`src/hw/ecg_pkg.sv`:
```
// package for the event channel generator select decoder
package ecg_pkg;
    localparam int ECG_NUM_CHANNELS = 10;
    localparam int ECG_CODE_W = 8;
    localparam int ECG_NUM_USART = 6;
    localparam int ECG_NUM_SPI = 2;
    localparam int ECG_NUM_TCA = 2;
    localparam int ECG_NUM_TCB = 5;
    localparam int ECG_NUM_PINS = 8;
    localparam int ECG_NUM_PORTS = 6;
    localparam logic [7:0] ECG_CODE_OFF = 8'h00;
    localparam logic [7:0] ECG_CODE_PIN_BASE = 8'h40;
    localparam logic [7:0] ECG_CODE_PIN_LAST = 8'h4f;
    localparam logic [7:0] ECG_CODE_USART_BASE = 8'h60;
    localparam logic [7:0] ECG_CODE_SPI_BASE = 8'h68;
    localparam logic [7:0] ECG_CODE_TIMER_A_UNIT0_BASE = 8'h80;
    localparam logic [7:0] ECG_CODE_TIMER_A_UNIT1_BASE = 8'h88;
    localparam logic [7:0] ECG_CODE_TCB_BASE = 8'ha0;
    localparam logic [7:0] ECG_CODE_TCD_BASE = 8'hb0;
    // low-order offsets within a timer-a group
    localparam logic [2:0] ECG_TCA_OVF = 3'h0;
    localparam logic [2:0] ECG_TCA_HIGH_BYTE_UNDERFLOW = 3'h1;
    localparam logic [2:0] ECG_TCA_CMP0 = 3'h4;
    localparam logic [2:0] ECG_TCA_CMP1 = 3'h5;
    localparam logic [2:0] ECG_TCA_CMP2 = 3'h6;
    // timer-a event group
    typedef struct packed {
        logic overflow_or_low_underflow;
        logic high_byte_underflow;
        logic compare0_match;
        logic compare1_match;
        logic compare2_match;
    } ecg_tca_ev_t;
    // timer-b event group
    typedef struct packed {
        logic capture_flag_event;
        logic counter_overflow_event;
    } ecg_tcb_ev_t;
    // timer-d event group
    typedef struct packed {
        logic match_b_clear;
        logic match_a_set;
        logic match_b_set;
        logic programmable_event_out;
    } ecg_tcd_ev_t;
    // all generator inputs together
    typedef struct packed {
        logic [ECG_NUM_USART-1:0] serial_port_clock_out;
        logic [ECG_NUM_SPI-1:0] serial_periph_clock_out;
        ecg_tca_ev_t [ECG_NUM_TCA-1:0] timer_a;
        ecg_tcb_ev_t [ECG_NUM_TCB-1:0] timer_b;
        ecg_tcd_ev_t timer_d;
    } ecg_gen_t;
    // state of one channel slice
    typedef struct packed {
        logic [1:0] sel_code_unused;
        logic chan_out;
    } ecg_slice_st_t;
    // state of the top
    typedef struct packed {
        logic [ECG_NUM_CHANNELS-1:0][ECG_CODE_W-1:0] channel_generator_select;
        logic [ECG_NUM_CHANNELS-1:0] chan_out;
    } ecg_top_st_t;
endpackage

```
`src/hw/ecg_decode.sv`:
```
// one channel's combinational generator decoder
`timescale 1ns/100ps
`default_nettype none
module ecg_decode
    import ecg_pkg::*;
#(
    parameter logic [ECG_NUM_USART-1:0] USART_PRESENT = '1,
    parameter logic [ECG_NUM_SPI-1:0] SPI_PRESENT = '1,
    parameter logic [ECG_NUM_TCA-1:0] TCA_PRESENT = '1,
    parameter logic [ECG_NUM_TCB-1:0] TCB_PRESENT = '1,
    parameter logic TCD_PRESENT = 1'b1
) (
    input wire logic [7:0] code,
    input wire ecg_gen_t gen,
    input wire logic [7:0] pin_level,
    output logic sel
);
    // pure mux; the top registers the result
    always_comb begin
        sel = 1'b0; // unassigned or off codes stay low
        for (int i = 0; i < ECG_NUM_USART; i++) begin
            if (code == ECG_CODE_USART_BASE + 8'(i) && USART_PRESENT[i]) begin
                sel = gen.serial_port_clock_out[i];
            end
        end
        for (int i = 0; i < ECG_NUM_SPI; i++) begin
            if (code == ECG_CODE_SPI_BASE + 8'(i) && SPI_PRESENT[i]) begin
                sel = gen.serial_periph_clock_out[i];
            end
        end
        for (int i = 0; i < ECG_NUM_TCA; i++) begin
            // group base by instance
            if (TCA_PRESENT[i] && code[7:3] ==
                (i == 0 ? ECG_CODE_TIMER_A_UNIT0_BASE[7:3] : ECG_CODE_TIMER_A_UNIT1_BASE[7:3]))
            begin
                case (code[2:0])
                    ECG_TCA_OVF: sel = gen.timer_a[i].overflow_or_low_underflow;
                    ECG_TCA_HIGH_BYTE_UNDERFLOW: sel = gen.timer_a[i].high_byte_underflow;
                    ECG_TCA_CMP0: sel = gen.timer_a[i].compare0_match;
                    ECG_TCA_CMP1: sel = gen.timer_a[i].compare1_match;
                    ECG_TCA_CMP2: sel = gen.timer_a[i].compare2_match;
                    default: sel = 1'b0; // gaps in the group
                endcase
            end
        end
        for (int i = 0; i < ECG_NUM_TCB; i++) begin
            // even code capture, odd code overflow
            if (TCB_PRESENT[i] && code == ECG_CODE_TCB_BASE + 8'(2 * i)) begin
                sel = gen.timer_b[i].capture_flag_event;
            end
            if (TCB_PRESENT[i] && code == ECG_CODE_TCB_BASE + 8'(2 * i + 1))
            begin
                sel = gen.timer_b[i].counter_overflow_event;
            end
        end
        if (TCD_PRESENT && code[7:2] == ECG_CODE_TCD_BASE[7:2]) begin
            case (code[1:0])
                2'h0: sel = gen.timer_d.match_b_clear;
                2'h1: sel = gen.timer_d.match_a_set;
                2'h2: sel = gen.timer_d.match_b_set;
                default: sel = gen.timer_d.programmable_event_out;
            endcase
        end
        // pin codes; level already gated by its buffer enable
        if (code >= ECG_CODE_PIN_BASE && code <= ECG_CODE_PIN_LAST) begin
            if (code[3] == 1'b0) begin
                sel = pin_level[code[2:0]];
            end
        end
    end
endmodule
`default_nettype wire

```
`src/hw/ecg_router.sv`:
```
// event channel generator select: channel codes and routed outputs
`timescale 1ns/100ps
`default_nettype none
module ecg_router
    import ecg_pkg::*;
#(
    parameter logic [ECG_NUM_USART-1:0] USART_PRESENT = '1,
    parameter logic [ECG_NUM_SPI-1:0] SPI_PRESENT = '1,
    parameter logic [ECG_NUM_TCA-1:0] TCA_PRESENT = '1,
    parameter logic [ECG_NUM_TCB-1:0] TCB_PRESENT = '1,
    parameter logic TCD_PRESENT = 1'b1
) (
    input wire logic clk,
    input wire logic rst,
    input wire logic [ECG_NUM_CHANNELS-1:0] sel_we,
    input wire logic [7:0] sel_wdata,
    input wire ecg_gen_t gen,
    input wire logic [ECG_NUM_PORTS-1:0][ECG_NUM_PINS-1:0] pin_raw,
    input wire logic [ECG_NUM_PORTS-1:0][ECG_NUM_PINS-1:0] pin_buf_en,
    output logic [ECG_NUM_CHANNELS-1:0][7:0] channel_generator_select,
    output logic [ECG_NUM_CHANNELS-1:0] event_channel
);
    // pin synchroniser stages; stage one feeds stage two only
    logic [ECG_NUM_PORTS-1:0][ECG_NUM_PINS-1:0] pin_s1_reg;
    logic [ECG_NUM_PORTS-1:0][ECG_NUM_PINS-1:0] pin_s2_reg;
    // gated pin levels
    logic [ECG_NUM_PORTS-1:0][ECG_NUM_PINS-1:0] pin_gated;
    // decoder results per channel
    logic [ECG_NUM_CHANNELS-1:0] dec_sel;
    // module state apart from the pin synchroniser stages
    ecg_top_st_t st_reg;
    ecg_top_st_t st_next;

    // two-flop synchroniser for pin levels
    always_ff @(posedge clk or posedge rst) begin
        if (rst) begin
            pin_s1_reg <= '0;
            pin_s2_reg <= '0;
        end else begin
            pin_s1_reg <= pin_raw;
            pin_s2_reg <= pin_s1_reg;
        end
    end

    // buffer disabled forces zero
    assign pin_gated = pin_s2_reg & pin_buf_en;

    // one decoder per channel; each channel pair shares one port
    genvar c;
    generate
        for (c = 0; c < ECG_NUM_CHANNELS; c++) begin : g_ch
            logic [7:0] pins;
            // decoder result of this channel, declared before its use
            logic sel_w;
            // channels 2k and 2k+1 see port k on the pin codes
            assign pins = (c / 2 < ECG_NUM_PORTS) ?
                pin_gated[(c / 2 < ECG_NUM_PORTS) ? c / 2 : 0] : 8'h00;
            ecg_decode #(
                .USART_PRESENT(USART_PRESENT),
                .SPI_PRESENT(SPI_PRESENT),
                .TCA_PRESENT(TCA_PRESENT),
                .TCB_PRESENT(TCB_PRESENT),
                .TCD_PRESENT(TCD_PRESENT)
            ) u_dec (
                .code(st_reg.channel_generator_select[c]),
                .gen(gen),
                .pin_level(pins),
                .sel(sel_w)
            );
            assign dec_sel[c] = sel_w;
        end
    endgenerate

    // next state: code writes and registered channel outputs
    always_comb begin
        st_next = st_reg;
        for (int i = 0; i < ECG_NUM_CHANNELS; i++) begin
            if (sel_we[i]) begin
                st_next.channel_generator_select[i] = sel_wdata;
            end
        end
        st_next.chan_out = dec_sel; // at most one source per channel
    end

    // state register; reset turns every channel off
    always_ff @(posedge clk or posedge rst) begin
        if (rst) begin
            st_reg <= '0;
        end else begin
            st_reg <= st_next;
        end
    end

    assign channel_generator_select = st_reg.channel_generator_select;
    assign event_channel = st_reg.chan_out;

    // off code keeps the channel low one cycle later
    property p_off_low;
        @(posedge clk) disable iff (rst)
        (st_reg.channel_generator_select[0] == ECG_CODE_OFF) |=>
            (event_channel[0] == 1'b0);
    endproperty
    a_off_low: assert property (p_off_low) else $error("off ch0 high");

    // serial port 0 clock follows through
    property p_serial_port0;
        @(posedge clk) disable iff (rst)
        (st_reg.channel_generator_select[0] == ECG_CODE_USART_BASE &&
         USART_PRESENT[0] && $stable(st_reg.channel_generator_select[0]))
        |=> (event_channel[0] == $past(gen.serial_port_clock_out[0]));
    endproperty
    a_serial_port0: assert property (p_serial_port0) else $error("serial_port0 route");

    // spi 1 clock follows through
    property p_spi1;
        @(posedge clk) disable iff (rst)
        (st_reg.channel_generator_select[1] == ECG_CODE_SPI_BASE + 8'h01 &&
         SPI_PRESENT[1])
        |=> (event_channel[1] == $past(gen.serial_periph_clock_out[1]));
    endproperty
    a_spi1: assert property (p_spi1) else $error("spi1 route");

    // timer-a unit1 high underflow
    property p_timer_a_unit1_high_byte_underflow;
        @(posedge clk) disable iff (rst)
        (st_reg.channel_generator_select[2] == ECG_CODE_TIMER_A_UNIT1_BASE + 8'h01 &&
         TCA_PRESENT[1])
        |=> (event_channel[2] == $past(gen.timer_a[1].high_byte_underflow));
    endproperty
    a_timer_a_unit1_high_byte_underflow: assert property (p_timer_a_unit1_high_byte_underflow) else $error("timer_a_unit1 high_byte_underflow");

    // timer-a unit0 compare 2
    property p_timer_a_unit0_cmp2;
        @(posedge clk) disable iff (rst)
        (st_reg.channel_generator_select[3] == ECG_CODE_TIMER_A_UNIT0_BASE + 8'h06 &&
         TCA_PRESENT[0])
        |=> (event_channel[3] == $past(gen.timer_a[0].compare2_match));
    endproperty
    a_timer_a_unit0_cmp2: assert property (p_timer_a_unit0_cmp2) else $error("timer_a_unit0 cmp2");

    // timer-b unit4 overflow on odd code
    property p_tcb4_ovf;
        @(posedge clk) disable iff (rst)
        (st_reg.channel_generator_select[4] == ECG_CODE_TCB_BASE + 8'h09 &&
         TCB_PRESENT[4])
        |=> (event_channel[4] == $past(gen.timer_b[4].counter_overflow_event));
    endproperty
    a_tcb4_ovf: assert property (p_tcb4_ovf) else $error("tcb4 ovf");

    // timer-d programmable event
    property p_tcd_prog;
        @(posedge clk) disable iff (rst)
        (st_reg.channel_generator_select[5] == ECG_CODE_TCD_BASE + 8'h03 &&
         TCD_PRESENT)
        |=> (event_channel[5] == $past(gen.timer_d.programmable_event_out));
    endproperty
    a_tcd_prog: assert property (p_tcd_prog) else $error("tcd prog");

    // disabled pin buffer reads zero
    property p_pin_gate;
        @(posedge clk) disable iff (rst)
        (st_reg.channel_generator_select[0] == ECG_CODE_PIN_BASE &&
         !pin_buf_en[0][0]) |=> (event_channel[0] == 1'b0);
    endproperty
    a_pin_gate: assert property (p_pin_gate) else $error("pin gate");

    // unassigned code stays low
    property p_unassigned;
        @(posedge clk) disable iff (rst)
        (st_reg.channel_generator_select[6] == 8'hff) |=>
            (event_channel[6] == 1'b0);
    endproperty
    a_unassigned: assert property (p_unassigned) else $error("code ff");

    // a written code shows on the register one cycle later
    property p_code_load;
        @(posedge clk) disable iff (rst)
        sel_we[0] |=> (channel_generator_select[0] == $past(sel_wdata));
    endproperty
    a_code_load: assert property (p_code_load) else $error("load");

    // timer-a unit0 overflow on its base code
    property p_timer_a_unit0_ovf;
        @(posedge clk) disable iff (rst)
        (st_reg.channel_generator_select[8] == ECG_CODE_TIMER_A_UNIT0_BASE &&
         TCA_PRESENT[0])
        |=> (event_channel[8] ==
            $past(gen.timer_a[0].overflow_or_low_underflow));
    endproperty
    a_timer_a_unit0_ovf: assert property (p_timer_a_unit0_ovf) else $error("timer_a_unit0 ovf");

    // timer-b unit0 capture follows the capture flag event
    property p_timer_b_unit0_capture_flag_event;
        @(posedge clk) disable iff (rst)
        (st_reg.channel_generator_select[8] == ECG_CODE_TCB_BASE &&
         TCB_PRESENT[0])
        |=> (event_channel[8] ==
            $past(gen.timer_b[0].capture_flag_event));
    endproperty
    a_timer_b_unit0_capture_flag_event: assert property (p_timer_b_unit0_capture_flag_event) else $error("timer_b_unit0 capture_flag_event");

    // missing timer-d leaves its codes dark
    property p_absent_tcd;
        @(posedge clk) disable iff (rst)
        (!TCD_PRESENT &&
         st_reg.channel_generator_select[5][7:2] == ECG_CODE_TCD_BASE[7:2])
        |=> (event_channel[5] == 1'b0);
    endproperty
    a_absent_tcd: assert property (p_absent_tcd) else $error("tcd");

    // channel 2 sees port 1; a disabled buffer reads zero there too
    property p_pin_port1;
        @(posedge clk) disable iff (rst)
        (st_reg.channel_generator_select[2] == ECG_CODE_PIN_BASE + 8'h03 &&
         !pin_buf_en[1][3]) |=> (event_channel[2] == 1'b0);
    endproperty
    a_pin_port1: assert property (p_pin_port1) else $error("pin p1");
endmodule
`default_nettype wire

```
`config.mk`:
```
export PLATFORM = sky130hd
export DESIGN_NAME = ecg_router
export DESIGN_NICKNAME = d
export VERILOG_FILES = /design/src/hw/ecg_pkg.sv /design/src/hw/ecg_decode.sv /design/src/hw/ecg_router.sv
export SDC_FILE = /design/constraint.sdc
export NUM_CORES = 1
export LEC_CHECK = 0
export ABC_AREA = 0
export BUFFER_PORTS_ARGS = -buffer_cell sky130_fd_sc_hd__buf_4
export CAP_MARGIN = 5
export CELL_PAD_IN_SITES_DETAIL_PLACEMENT = 1
export CELL_PAD_IN_SITES_GLOBAL_PLACEMENT = 1
export CORE_MARGIN = 2
export CORE_UTILIZATION = 46
export CTS_CLUSTER_DIAMETER = 50
export CTS_CLUSTER_SIZE = 16
export DETAILED_ROUTE_END_ITERATION = 16
export GPL_TIMING_DRIVEN = 0
export PLACE_DENSITY = 0.91
export SETUP_SLACK_MARGIN = 0.15
export SLEW_MARGIN = 20
export SYNTH_ARGS = -nofsm -noshare
export SYNTH_HDL_FRONTEND = slang
export SYNTH_SLANG_ARGS = --single-unit
```
`constraint.sdc`:
```
create_clock -name clk -period 7.55 [get_ports clk]
set_input_delay 0.755 -clock clk [delete_from_list [all_inputs] [get_ports clk]]
set_output_delay 0.755 -clock clk [all_outputs]
set_load 0.03 [all_outputs]
```
======== After elaboration in Yosys (flattened, before gate mapping) ========
Cells that the tools add are included.
cells by class
  magnitude comparators ................... 30
  equal/unequal tests ..................... 270
  mux-type cells .......................... 280
  bitwise operators ....................... 1
  reduce and logical (&&, ||, !) cells .... 30
operators by type and width
  kind                  count
  $eq A8 B8 Y1 const B  100
  $eq A8 B7 Y1 const B  80
  $mux W1               240
  $eq A5 B5 Y1 const B  20
  $pmux W1 S5           20
  $eq A3 B3 Y1 const B  30
  $ge A8 B7 Y1 const B  10
  $le A8 B7 Y1 const B  10
  $eq A6 B6 Y1 const B  10
  $and A40 B40 Y40      1
  $lt A3 B4 Y1 const B  10
  $bmux W1 S3           10
  $eq A3 B1 Y1 const B  10
  $logic_not A3 Y1      10
  $pmux W1 S3           10
  $eq A2 B1 Y1 const B  10
  $eq A2 B2 Y1 const B  10
  $logic_not A2 Y1      10
  $logic_and A1 B1 Y1   10
word-level totals
  bits in registers ....................... 170
  output and inout port bits .............. 90

======== Logic depth before layout (Yosys ltp) ========
Gate-level depths: netlist of run 1.
  depth in word-level cells ............... 24
  depth in mapped cells ................... 9
  gate-level depth less buffers ........... 6

======== Hierarchy ========
Synthesis of run 1 repeated with hierarchy kept, for this count alone.
second synthesis, totals
  cells, all modules ...................... 1,074
  area, all modules ....................... 11,564.8 um^2
modules (own cells, without submodules)
  module                          instances  cells each  area an instance (um^2)  sequential area each (um^2)
  ecg_router                      1          301         5,521.5                  4,254.1
  ecg_decode (g_ch[1].u_dec ...)  9          77          605.6                    0.0
  ecg_decode (g_ch[0].u_dec)      1          80          593.1                    0.0

======== Worst setup path before layout of run 1 ========
No wires, ideal clock.
  path type ............................... input-to-reg
  start point ............................. in gen[9] in the netlist's numbering
  end point ............................... reg st_reg, in the netlist event_channel[3]
  data arrival time ....................... 2.013 ns
  required time ........................... 7.422 ns
  path slack .............................. 5.409 ns
  cell stages on the path ................. 6
  cell sequence ........................... buf_6 mux2_2 o221a_1 o311a_1 nor4_2 o21ai_1
on the way
  cells in the longest elaborated chain, start to end .. 9
ends and longest elaborated chain
  element                  line              source
  start: declaration       ecg_router.sv:17  input wire ecg_gen_t gen,
  $mux W1 (*)              ecg_decode.sv:48  if (TCB_PRESENT[i] && code == ECG_CODE_TCB_BASE + 8'(2 * i)) begin
  $mux W1 (*)              ecg_decode.sv:51  if (TCB_PRESENT[i] && code == ECG_CODE_TCB_BASE + 8'(2 * i + 1))
  $mux W1 (*)              ecg_decode.sv:48
  $mux W1 (*)              ecg_decode.sv:51
  $mux W1 (*)              ecg_decode.sv:48
  $mux W1 (*)              ecg_decode.sv:51
  $mux W1 (*)              ecg_decode.sv:56  if (TCD_PRESENT && code[7:2] == ECG_CODE_TCD_BASE[7:2]) begin
  $mux W1                  ecg_decode.sv:66  if (code[3] == 1'b0) begin
  $mux W1 (*)              ecg_decode.sv:65  if (code >= ECG_CODE_PIN_BASE && code <= ECG_CODE_PIN_LAST) begin
  named net g_ch[3].sel_w  ecg_router.sv:54  logic sel_w;
  end signal: assignment   ecg_router.sv:90  st_reg <= st_next;
  end: declaration         ecg_router.sv:31  ecg_top_st_t st_reg;
Mark *: on every way through the listed nets, which the timed path passes. The rest lies on a longest branch.
A chain may end at the register's enable or synchronous reset.

======== Worst setup path in the final report of run 1 ========
  start point ............................. in gen[24] in the netlist's numbering
  end point ............................... reg st_reg, in the netlist event_channel[1]
on the way
  cells in the longest elaborated chain, start to end .. 17
ends and longest elaborated chain
  element                   line              source
  $mux W1 (*) (2 in a row)  ecg_decode.sv:27  if (code == ECG_CODE_SPI_BASE + 8'(i) && SPI_PRESENT[i]) begin
  $mux W1 (*) (2 in a row)  ecg_decode.sv:33  if (TCA_PRESENT[i] && code[7:3] ==
  $mux W1 (*)               ecg_decode.sv:48
  $mux W1 (*)               ecg_decode.sv:51
  $mux W1 (*)               ecg_decode.sv:48
  $mux W1 (*)               ecg_decode.sv:51
  $mux W1 (*)               ecg_decode.sv:48
  $mux W1 (*)               ecg_decode.sv:51
  $mux W1 (*)               ecg_decode.sv:48
  $mux W1 (*)               ecg_decode.sv:51
  $mux W1 (*)               ecg_decode.sv:48
  $mux W1 (*)               ecg_decode.sv:51
  $mux W1 (*)               ecg_decode.sv:56
  $mux W1                   ecg_decode.sv:66
  $mux W1 (*)               ecg_decode.sv:65
  named net g_ch[1].sel_w   ecg_router.sv:54
Marked as above.

==> flow_summary.json, run 1 <==
{
  "clk_path_buf_depth": 2,
  "fin_area_um2": 13200,
  "synth_cell_types": 88,
  "vdd_drop_max_v": 0.000158,
  "leakagePower_nw": 5.50,
  "seq_area_frac_synth": 0.395,
  "avgSynthCellArea_um2": 9.98,
  "tns_ps": 0,
  "wl_met1_mm": 16.3,
  "drc": 0,
  "dp_cells": 1587,
  "dp_hpwl_mm": 29.6,
  "synth_seq_cells": 170,
  "top_layer_used": "met4",
  "worst_pin_slew_ps": 1210,
  "synth-simple-area-share": 0.188,
  "io_pins": 238,
  "first_pass_iters": 5,
  "syn-cell-area_um2": 10800,
  "synth-async-reset-ratio": 1.00,
  "worst-setup-path-type": "in2reg",
  "antenna_left": 0,
  "drive_gt1_frac": 0.315,
  "grt_max_degree": 91,
  "nFillCells": 2533,
  "power_per_cell_area_nw_per_um2": 209,
  "placementRows": 55,
  "grt_overflow": 0,
  "coreArea_um2": 22800,
  "synth_top_area_cell": "dfrtp_1",
  "fin_nets": 1441,
  "synth_area_leaders": "dfrtp_1 40%, mux4_2 8.8%, mux2_2 7.1%, nand2_1 3.6%, mux2i_1 3.5%",
  "worstSetupEndpointType": "register",
  "cts_hold_repair.buffers": 0,
  "final_util": 0.581,
  "antenna_found_initial": 1,
  "die_w_um": 157,
  "clk_pin_slew_ps": 70,
  "cts_made_buffers": 17,
  "setup_viol": 0,
  "wl_met2_mm": 20.4,
  "via_per_inst": 6.66,
  "slew_headroom": 0.197,
  "slew_violations": 0,
  "wirelength_mm": 44.0,
  "dpl-instance-area_um2": 12600,
  "path_cells": "buf_1 > nand4bb_1 > a31oi_1 > a311oi_1 > a2111oi_0 > o2bb2ai_1 > nand3_1",
  "clock_skew_ps": 8.63,
  "drt_iter0_markers": 1298,
  "cap_violations": 0,
  "min-delay-path-class": "in2async",
  "fp.dieArea_um2": 24600,
  "cp.arrival_ps": 2700,
  "clockRootBuffer": "clkbuf_16",
  "grt_pass1_vias": 11300,
  "cp_max_fo": 10,
  "synth_mux_area_frac": 0.201,
  "synthFlopType": "dfrtp_1",
  "cts_setup_buffers": 0,
  "timing.final.crit_period_ps": 2310,
  "cts_tree": "done",
  "syn_nets": 1226,
  "area_growth_pct": 22.9,
  "grt_pass1_wl_mm": 66.4,
  "rsz0062_at_grt": "false",
  "largest_register_ffs": 80,
  "r2r_setup_slack_ps": 5290,
  "syn_inst": 1078,
  "cp_slowest_stage_delay_ps": 750,
  "yosys.area_share.adder": 0,
  "via_count": 10800,
  "synth_compound_area_frac": 0.159,
  "gr-usage-all-layers": 0.360,
  "status": "complete, no violations",
  "yosysWarnings": 0,
  "start_util": 0.472,
  "cp_slowest_cell": "buf_1",
  "fmax_mhz": 432,
  "htreeDepth": 4,
  "required_ps": 7940,
  "portBuffers": 195,
  "wl_per_cell_um": 27.1,
  "dr_wl_met3_mm": 4.45,
  "synth_edf_count": 0,
  "synth_top_family_by_area": "multiplexers",
  "yosys.area_share.xor_xnor": 0,
  "final-instance-count-excl-fill": 1623,
  "final.period_utilization": 0.306,
  "synth_top_area_frac": 0.395,
  "clock_latency_ps": 460,
  "hold_viol": 0,
  "cts_resized": 0,
  "startpoint_type": "primary input",
  "clkSinkCount": 170,
  "die_height_um": 157,
  "routabilityCongestion": 0.980
}
==> worst paths after layout <==
kind,startpoint,endpoint,depth (start not counted)
setup reg to reg,channel_generator_select[50],event_channel[6],7
hold reg to reg,pin_s1_reg[29],pin_s2_reg[29],0
setup / recovery,gen[24],event_channel[1],7
min in group clk,pin_s1_reg[29],pin_s2_reg[29],0
max in group asynchronous,rst,channel_generator_select[34],3
hold / removal,rst,channel_generator_select[30],2
==> through the flow <==
stage	hold WS [ps]	worst slack, ps	total power, mW
after global routing	356	5210	2.85
after CTS	351	5360	2.75
after global placement	331	419	1.83
after floorplan	331	2190	1.56
final	348	5240	2.76
after detailed placement	336	4950	1.87
==> worst max-delay path: cells and delay by family <==
kind / cells / cell delay, ps
AOI/OAI and AO/OA: 4 / 890
and+or+nand+nor: 2 / 290
buffers and inverters: 1 / 750
==> routing by layer <==
metal / vias to the layer above / global-route usage
li1: 4468 / -
met1: 5417 / 0.445
met2: 716 / 0.565
met3: 211 / 0.0914
met4: 0 / 0.228
met5: - / 0
==> Yosys cell counts, types with 12 or more instances <==
library cell / number
a211oi_1: 14
nand2b_1: 23
buf_2: 36
nor3_1: 28
o21ai_1: 12
inv_1: 23
nor2_1: 51
mux4_2: 42
o211ai_1: 14
mux2_2: 68
nand3_1: 40
nor2b_1: 24
nor3b_1: 12
nand4_1: 15
mux2i_1: 38
a21oi_1: 34
dfrtp_1: 170
o21ai_0: 72
clkbuf_1: 52
nand2_1: 103
==> kinds of logic after synthesis <==
group                  count (synthesis)
muxes                                151
DFF                                  170
and+or+nand+nor                      369
AOI/OAI and AO/OA                    253
buffers and inverters                135
==> power by group <==
group / switching (mW) / leakage (nW) / internal [mW] / total [mW]
registers: 0.0742 / 2.01 / 0.979 / 1.05
logic: 0.502 / 3.21 / 0.324 / 0.826
clock network: 0.436 / 0.280 / 0.445 / 0.880
==> layout by cell type, fill, tap and decap left out, drive strengths merged, types with 6 or more instances in the layout <==
cell type	Yosys	final
buf	51	247
dfrtp	170	170
nand2	103	103
o21ai	85	85
clkbuf	54	72
mux2	69	69
nor2	51	51
mux4	44	44
nand3	41	41
inv	30	39
mux2i	38	38
a21oi	34	34
nor3	28	28
nor2b	25	25
nand2b	23	23
nand4	15	15
o211ai	14	14
a211oi	14	14
nor3b	12	12
a31oi	11	11
nand3b	11	11
o32ai	8	8
a311oi	8	8
a2111oi	8	8
o221ai	7	7
o311ai	7	7
nand4bb	6	6
o22ai	6	6
o21a	6	6
nor4	6	6
==> cell type report <==
cell class / count / area [um2] / share of cell area
diodes: 4 / 10.0 / 0.000757
plain buffers: 105 / 502 / 0.0379
clock buffers: 18 / 439 / 0.0332
clock inverters: 14 / 128 / 0.00965
inverters: 30 / 120 / 0.00908
multi-input cells: 773 / 5890 / 0.445
flip-flops and latches: 170 / 4250 / 0.322
well taps: 313 / 392 / 0.0296
repair buffers: 196 / 1490 / 0.113
No activity file was read; power rests on OpenSTA's default activity.
==> run 2, diff against run 1 <==
- CORE_UTILIZATION: 46 -> 38
- PLACE_DENSITY: 0.91 -> 0.81
- clock period: 7.55 -> 1.9 ns (I/O delays scaled with it)
==> run 2 against run 1 <==
  * The run now ends with setup timing left
  * Count of clock-buffer cells in the layout grew 3
  * First-iteration DRC count shrank 21%
  * Sequential share of layout area shrank 3.6 points
  * Worst hold slack lost 340 ps
  * Sequential power grew to 4.0 times the previous value
  * Clock power grew to 4.0 times the previous value
  * Global-route usage shrank 5.0 points
  * Core utilization shrank 4.4 points
  * Die area grew 20%
  * Flip-flop and latch count is the same
  * Final area grew 13%
  * Critical path depth is the same
==> flow_summary.json, run 2 (synthesized netlist as in run 1, its figures left out) <==
{
  "antenna_left": 0,
  "wl_met2_mm": 22.7,
  "start_util": 0.386,
  "failed_checks": "setup timing",
  "dp_hpwl_mm": 29.6,
  "post-place-ws_ps": -272,
  "setup_slack_ps": -102,
  "min-delay-path-class": "in2reg",
  "placementRows": 61,
  "die_height_um": 172,
  "startpoint_type": "register",
  "rsz0062_at_grt": "true",
  "slew_headroom": 0.193,
  "antenna_found_initial": 4,
  "clock_latency_ps": 450,
  "fin_area_um2": 15000,
  "drt_iter0_markers": 1019,
  "drive_gt1_frac": 0.412,
  "drc": 0,
  "setup_viol": 4,
  "htreeDepth": 4,
  "first_pass_iters": 5,
  "wl_met1_mm": 18.4,
  "worst_pin_slew_ps": 1210,
  "slew_violations": 0,
  "dpl-instance-area_um2": 12800,
  "io_pins": 238,
  "clk_path_buf_depth": 2,
  "via_per_inst": 6.22,
  "fp.dieArea_um2": 29700,
  "cp_max_fo": 8,
  "dr_wl_met3_mm": 4.09,
  "cts_tree": "done",
  "fmax_mhz": 500,
  "area_growth_pct": 39.0,
  "dp_cells": 1656,
  "cap_violations": 0,
  "required_ps": 2210,
  "wl_per_cell_um": 26.6,
  "vdd_drop_max_v": 0.000443,
  "power_per_cell_area_nw_per_um2": 773,
  "status": "complete, but fails checks",
  "clockRootBuffer": "clkbuf_16",
  "grt_overflow": 0,
  "clock_skew_ps": 11.7,
  "cts_made_buffers": 17,
  "worstSetupEndpointType": "register",
  "die_w_um": 172,
  "hold_viol": 0,
  "final_util": 0.537,
  "tns_ps": -197,
  "coreArea_um2": 27900,
  "final_common_cell": "buf_4",
  "cp.arrival_ps": 2320,
  "routabilityCongestion": 0.947,
  "timing.final.crit_period_ps": 2000,
  "grt_max_degree": 34,
  "grt_pass1_vias": 11400,
  "final-instance-count-excl-fill": 1784,
  "top_layer_used": "met4",
  "via_count": 11100,
  "clkSinkCount": 170,
  "gr-usage-all-layers": 0.311,
  "portBuffers": 195,
  "grt_pass1_wl_mm": 67.9,
  "final.period_utilization": 1.05,
  "largest_register_ffs": 80,
  "clk_pin_slew_ps": 70,
  "wirelength_mm": 47.5,
  "leakagePower_nw": 6.17,
  "fin_nets": 1539,
  "layout_common_cells": "245 x buf_4, 152 x dfrtp_1, 103 x nand2_1, 67 x mux2_2, 56 x o21ai_0",
  "worst-setup-path-type": "reg2reg"
}
run 2: changes by cell type in the layout (fill, tap and decap cells not counted), moves of 8 or more:
cell	before	now
buf_2	36	13
buf_4	202	245
buf_6	3	25
buf_8	0	8
clkbuf_1	52	36
clkbuf_2	0	10
clkbuf_4	1	10
dfrtp_1	170	152
dfrtp_2	0	18
dlygate4sd3_1	0	43
o21ai_0	72	56
o21ai_1	12	20
run 2: worst paths after layout:
path	slack, ps	start	to	cells past startpoint
max	-100	channel_generator_select[48]	event_channel[6]	7
max in group asynchronous	470	rst	channel_generator_select[34]	6
min reg2reg	350	pin_s1_reg[14]	pin_s2_reg[14]	0
max reg2reg	-100	channel_generator_select[48]	event_channel[6]	7
min in group asynchronous	360	rst	pin_s1_reg[10]	3
min	7	sel_we[5]	channel_generator_select[46]	2
run 2: repair_timing:
item	4_1_cts	5_1_grt
pin swaps	32	27
gates resized for setup	139	99
endpoints found under the setup margin	10	10
hold buffers	43	0
hold endpoints to repair	63	0
setup buffers	30	19
gates cloned	2	0
run 2: cell type report:
cell class,count,area [um2]
diodes,2,5.00
plain buffers,105,744
clock buffers,21,460
clock inverters,11,111
fillers,3068,12900
inverters,30,131
multi-input cells,773,6350
flip-flops and latches,170,4280
well taps,378,473
repair buffers,294,2400
run 2: layer usage:
metal,up-vias,GRT usage
met1,5632,0.393
met4,0,0.146
met3,156,0.0664
met5,-,0
li1,4667,-
met2,636,0.509
run 2: worst max-delay path: stages, from the launching register on:
cell,delay (ps)
dfrtp_1,390
buf_6,150
inv_8,80
mux4_2,550
mux2i_2,220
and4b_1,230
a31oi_1,50
o211ai_1,200
run 2: power breakdown:
part	internal (mW)	switching (mW)	total (mW)
Clock	1.89	1.61	3.50
Sequential	3.90	0.288	4.19
Combinational	1.67	2.21	3.88
Total	7.46	4.11	11.6
run 2: metrics by stage:
stage / total power [mW] / hold WS (ps)
2_1_floorplan: 6.19 / 221
3_3_place_gp: 7.32 / 299
3_5_place_dp: 7.43 / 287
4_1_cts: 11.3 / 5.99
5_1_grt: 12.0 / 0.153
6_report: 11.6 / 6.81
==> run 3, diff against run 2 <==
- CORE_UTILIZATION: 38 -> 39
- SYNTH_HIERARCHICAL: default -> 1
==> run 3 against run 2 <==
  * The flow still finishes with violations (setup timing)
  * Die area is 4.6% higher
  * Non-clock buffer count down 3
  * Fmax fell by 1.1%
  * Worst hold slack better by 26 ps
  * Core utilization shrank 0.10 points
  * Via count rose by 3.4%
  * Power increased by 4.0%
  * Flip-flop and latch count stayed put
  * Final area up 5.3%
  * Synthesized cell count down 0.37%
  * Largest power group unchanged
==> flow_summary.json, run 3 <==
{
  "status": "complete, but fails checks",
  "failed_checks": "setup timing",
  "cp_max_fo": 10,
  "wl_per_cell_um": 26.8,
  "io_pins": 238,
  "clkSinkCount": 170,
  "clock_skew_ps": 9.39,
  "final.period_utilization": 1.07,
  "timing.final.crit_period_ps": 2020,
  "placementRows": 63,
  "drive_gt1_frac": 0.419,
  "portBuffers": 211,
  "setup_viol": 4,
  "syn_inst": 1074,
  "gr-usage-all-layers": 0.302,
  "clk_path_buf_depth": 2,
  "synth_area_leaders": "dfrtp_1 37%, mux2_2 7.8%, mux4_1 6.1%, mux4_2 4.3%, a21oi_1 3.7%",
  "power_per_cell_area_nw_per_um2": 764,
  "grt_pass1_wl_mm": 71.1,
  "start_util": 0.393,
  "syn-cell-area_um2": 11600,
  "synth_commonest_cells": "170 x dfrtp_1, 85 x a21oi_1, 80 x mux2_2",
  "via_count": 11500,
  "grt_overflow": 0,
  "grt_pass1_vias": 11900,
  "finalPower_mw": 12.0,
  "wirelength_mm": 48.4,
  "layout_common_cells": "285 x buf_4, 155 x dfrtp_1, 80 x mux2_2, 75 x a21oi_1, 57 x nor2_1",
  "vdd_drop_max_v": 0.000586,
  "synthFlopType": "dfrtp_1",
  "via_per_inst": 6.34,
  "synth_cell_types": 57,
  "syn_nets": 1222,
  "grt_max_degree": 35,
  "post-place-ws_ps": -270,
  "multi_input_area_um2": 6940,
  "dpl-instance-area_um2": 13700,
  "required_ps": 2210,
  "cts_tree": "done",
  "worst-setup-path-type": "reg2reg",
  "fin_area_um2": 15800,
  "leakagePower_nw": 6.48,
  "worstSetupEndpointType": "register",
  "clk_pin_slew_ps": 70,
  "hold_viol": 0,
  "drc": 0,
  "clock_latency_ps": 450,
  "nFillCells": 3125,
  "largest_register_ffs": 80,
  "clockRootBuffer": "clkbuf_16",
  "synth-async-reset-ratio": 1.00,
  "slew_violations": 0,
  "drt_iter0_markers": 907,
  "setup_slack_ps": -125,
  "final_util": 0.536,
  "fin_nets": 1556,
  "startpoint_type": "register",
  "rsz0062_at_grt": "true",
  "synth_top_area_cell": "dfrtp_1",
  "synth_seq_cells": 170,
  "coreArea_um2": 29400,
  "cts_made_buffers": 17,
  "cap_violations": 0,
  "seq_area_frac_synth": 0.368,
  "synth_most_common_cell": "dfrtp_1",
  "die_height_um": 176,
  "antenna_found_initial": 2,
  "die_w_um": 176,
  "slew_headroom": 0.588,
  "htreeDepth": 4,
  "dp_cells": 1680,
  "final_common_cell": "buf_4",
  "antenna_left": 0,
  "fmax_mhz": 494,
  "first_pass_iters": 5,
  "seq_area_um2": 4270,
  "avgSynthCellArea_um2": 10.8,
  "worst_pin_slew_ps": 614,
  "min-delay-path-class": "in2reg",
  "final-instance-count-excl-fill": 1810,
  "area_growth_pct": 36.3,
  "r2r_setup_slack_ps": -120,
  "dp_hpwl_mm": 29.6,
  "cp.arrival_ps": 2340,
  "routabilityCongestion": 0.906,
  "yosysWarnings": 6,
  "synth_top_area_frac": 0.368,
  "fp.dieArea_um2": 31000,
  "synth_edf_count": 0
}
run 3: cell count changes in the layout (fill, tap and decap cells not counted), sizes merged, moves of 21 or more:
| cell | delta |
|---|---|
| mux2 | +21 |
| clkbuf | -46 |
| nand4b | +33 |
| o21ai | -38 |
| buf | +47 |
| nand2 | -78 |
| and2 | +40 |
| a21oi | +60 |
run 3: final timing paths:
check / startpoint / to / depth (start not counted)
max: channel_generator_select[10] / event_channel[1] / 7
min in group asynchronous: rst / pin_s2_reg[33] / 3
max reg2reg: channel_generator_select[10] / event_channel[1] / 7
max in group asynchronous: rst / channel_generator_select[9] / 6
min: sel_we[0] / channel_generator_select[2] / 2
min reg2reg: pin_s1_reg[9] / pin_s2_reg[9] / 0
run 3: cell families (layout without fill, tap and decap cells):
| family | after synthesis | count (layout) | synth area share |
|---|---|---|---|
| and+or+nand+nor | 371 | 371 | 0.202 |
| buffers and inverters | 103 | 448 | 0.0576 |
| other | 0 | 1 | 0 |
| muxes | 165 | 165 | 0.214 |
| DFF | 170 | 170 | 0.368 |
| AOI/OAI and AO/OA | 265 | 265 | 0.158 |
run 3: what timing repair did:
| action | in CTS | in global routing |
|---|---|---|
| hold buffers | 41 | 0 |
| pin swaps | 49 | 20 |
| resized for setup | 118 | 54 |
| cloned | 1 | 2 |
| setup endpoints to repair | 10 | 10 |
| setup buffers | 41 | 14 |
| endpoints found under the hold margin | 52 | 0 |
run 3: layout make-up:
type,instances,share of cell area
Timing Repair Buffer,315,0.165
Buffer,81,0.0488
Clock buffer,23,0.0310
Antenna cell,1,0.000159
Inverter,22,0.00548
Sequential cell,170,0.271
Multi-Input combinational cell,801,0.440
Tap cell,390,0.0310
Clock inverter,7,0.00730
run 3: worst max-delay path, stage by stage, from the launching register on:
cell	delay [ps]
dfrtp_1	460
buf_2	220
or3b_1	420
o32ai_1	200
nand2_1	130
and3_1	190
a31oi_1	170
a21oi_1	110
run 3: per-layer routing:
layer | up-vias | routed length [um] | GRT usage
met4 | 0 | 2740 | 0.172
met1 | 5819 | 19000 | 0.374
met3 | 195 | 3510 | 0.0515
met5 | - | 0 | 0
met2 | 638 | 23200 | 0.501
li1 | 4820 | - | -
run 3: power breakdown:
part | internal [mW] | total (mW) | switching, mW | leakage, nW
logic | 1.86 | 4.12 | 2.26 | 4.20
clock network | 2.19 | 3.72 | 1.53 | 0.291
registers | 3.91 | 4.20 | 0.289 | 1.99
total | 7.96 | 12.0 | 4.08 | 6.48
run 3: metrics by stage:
stage                     TNS, ps  hold WS, ps
after floorplan            -78170          221
after global placement    -245360          300
after detailed placement     -518          205
after CTS                    -201         26.5
after global routing         -777         33.4
final                        -398         32.6
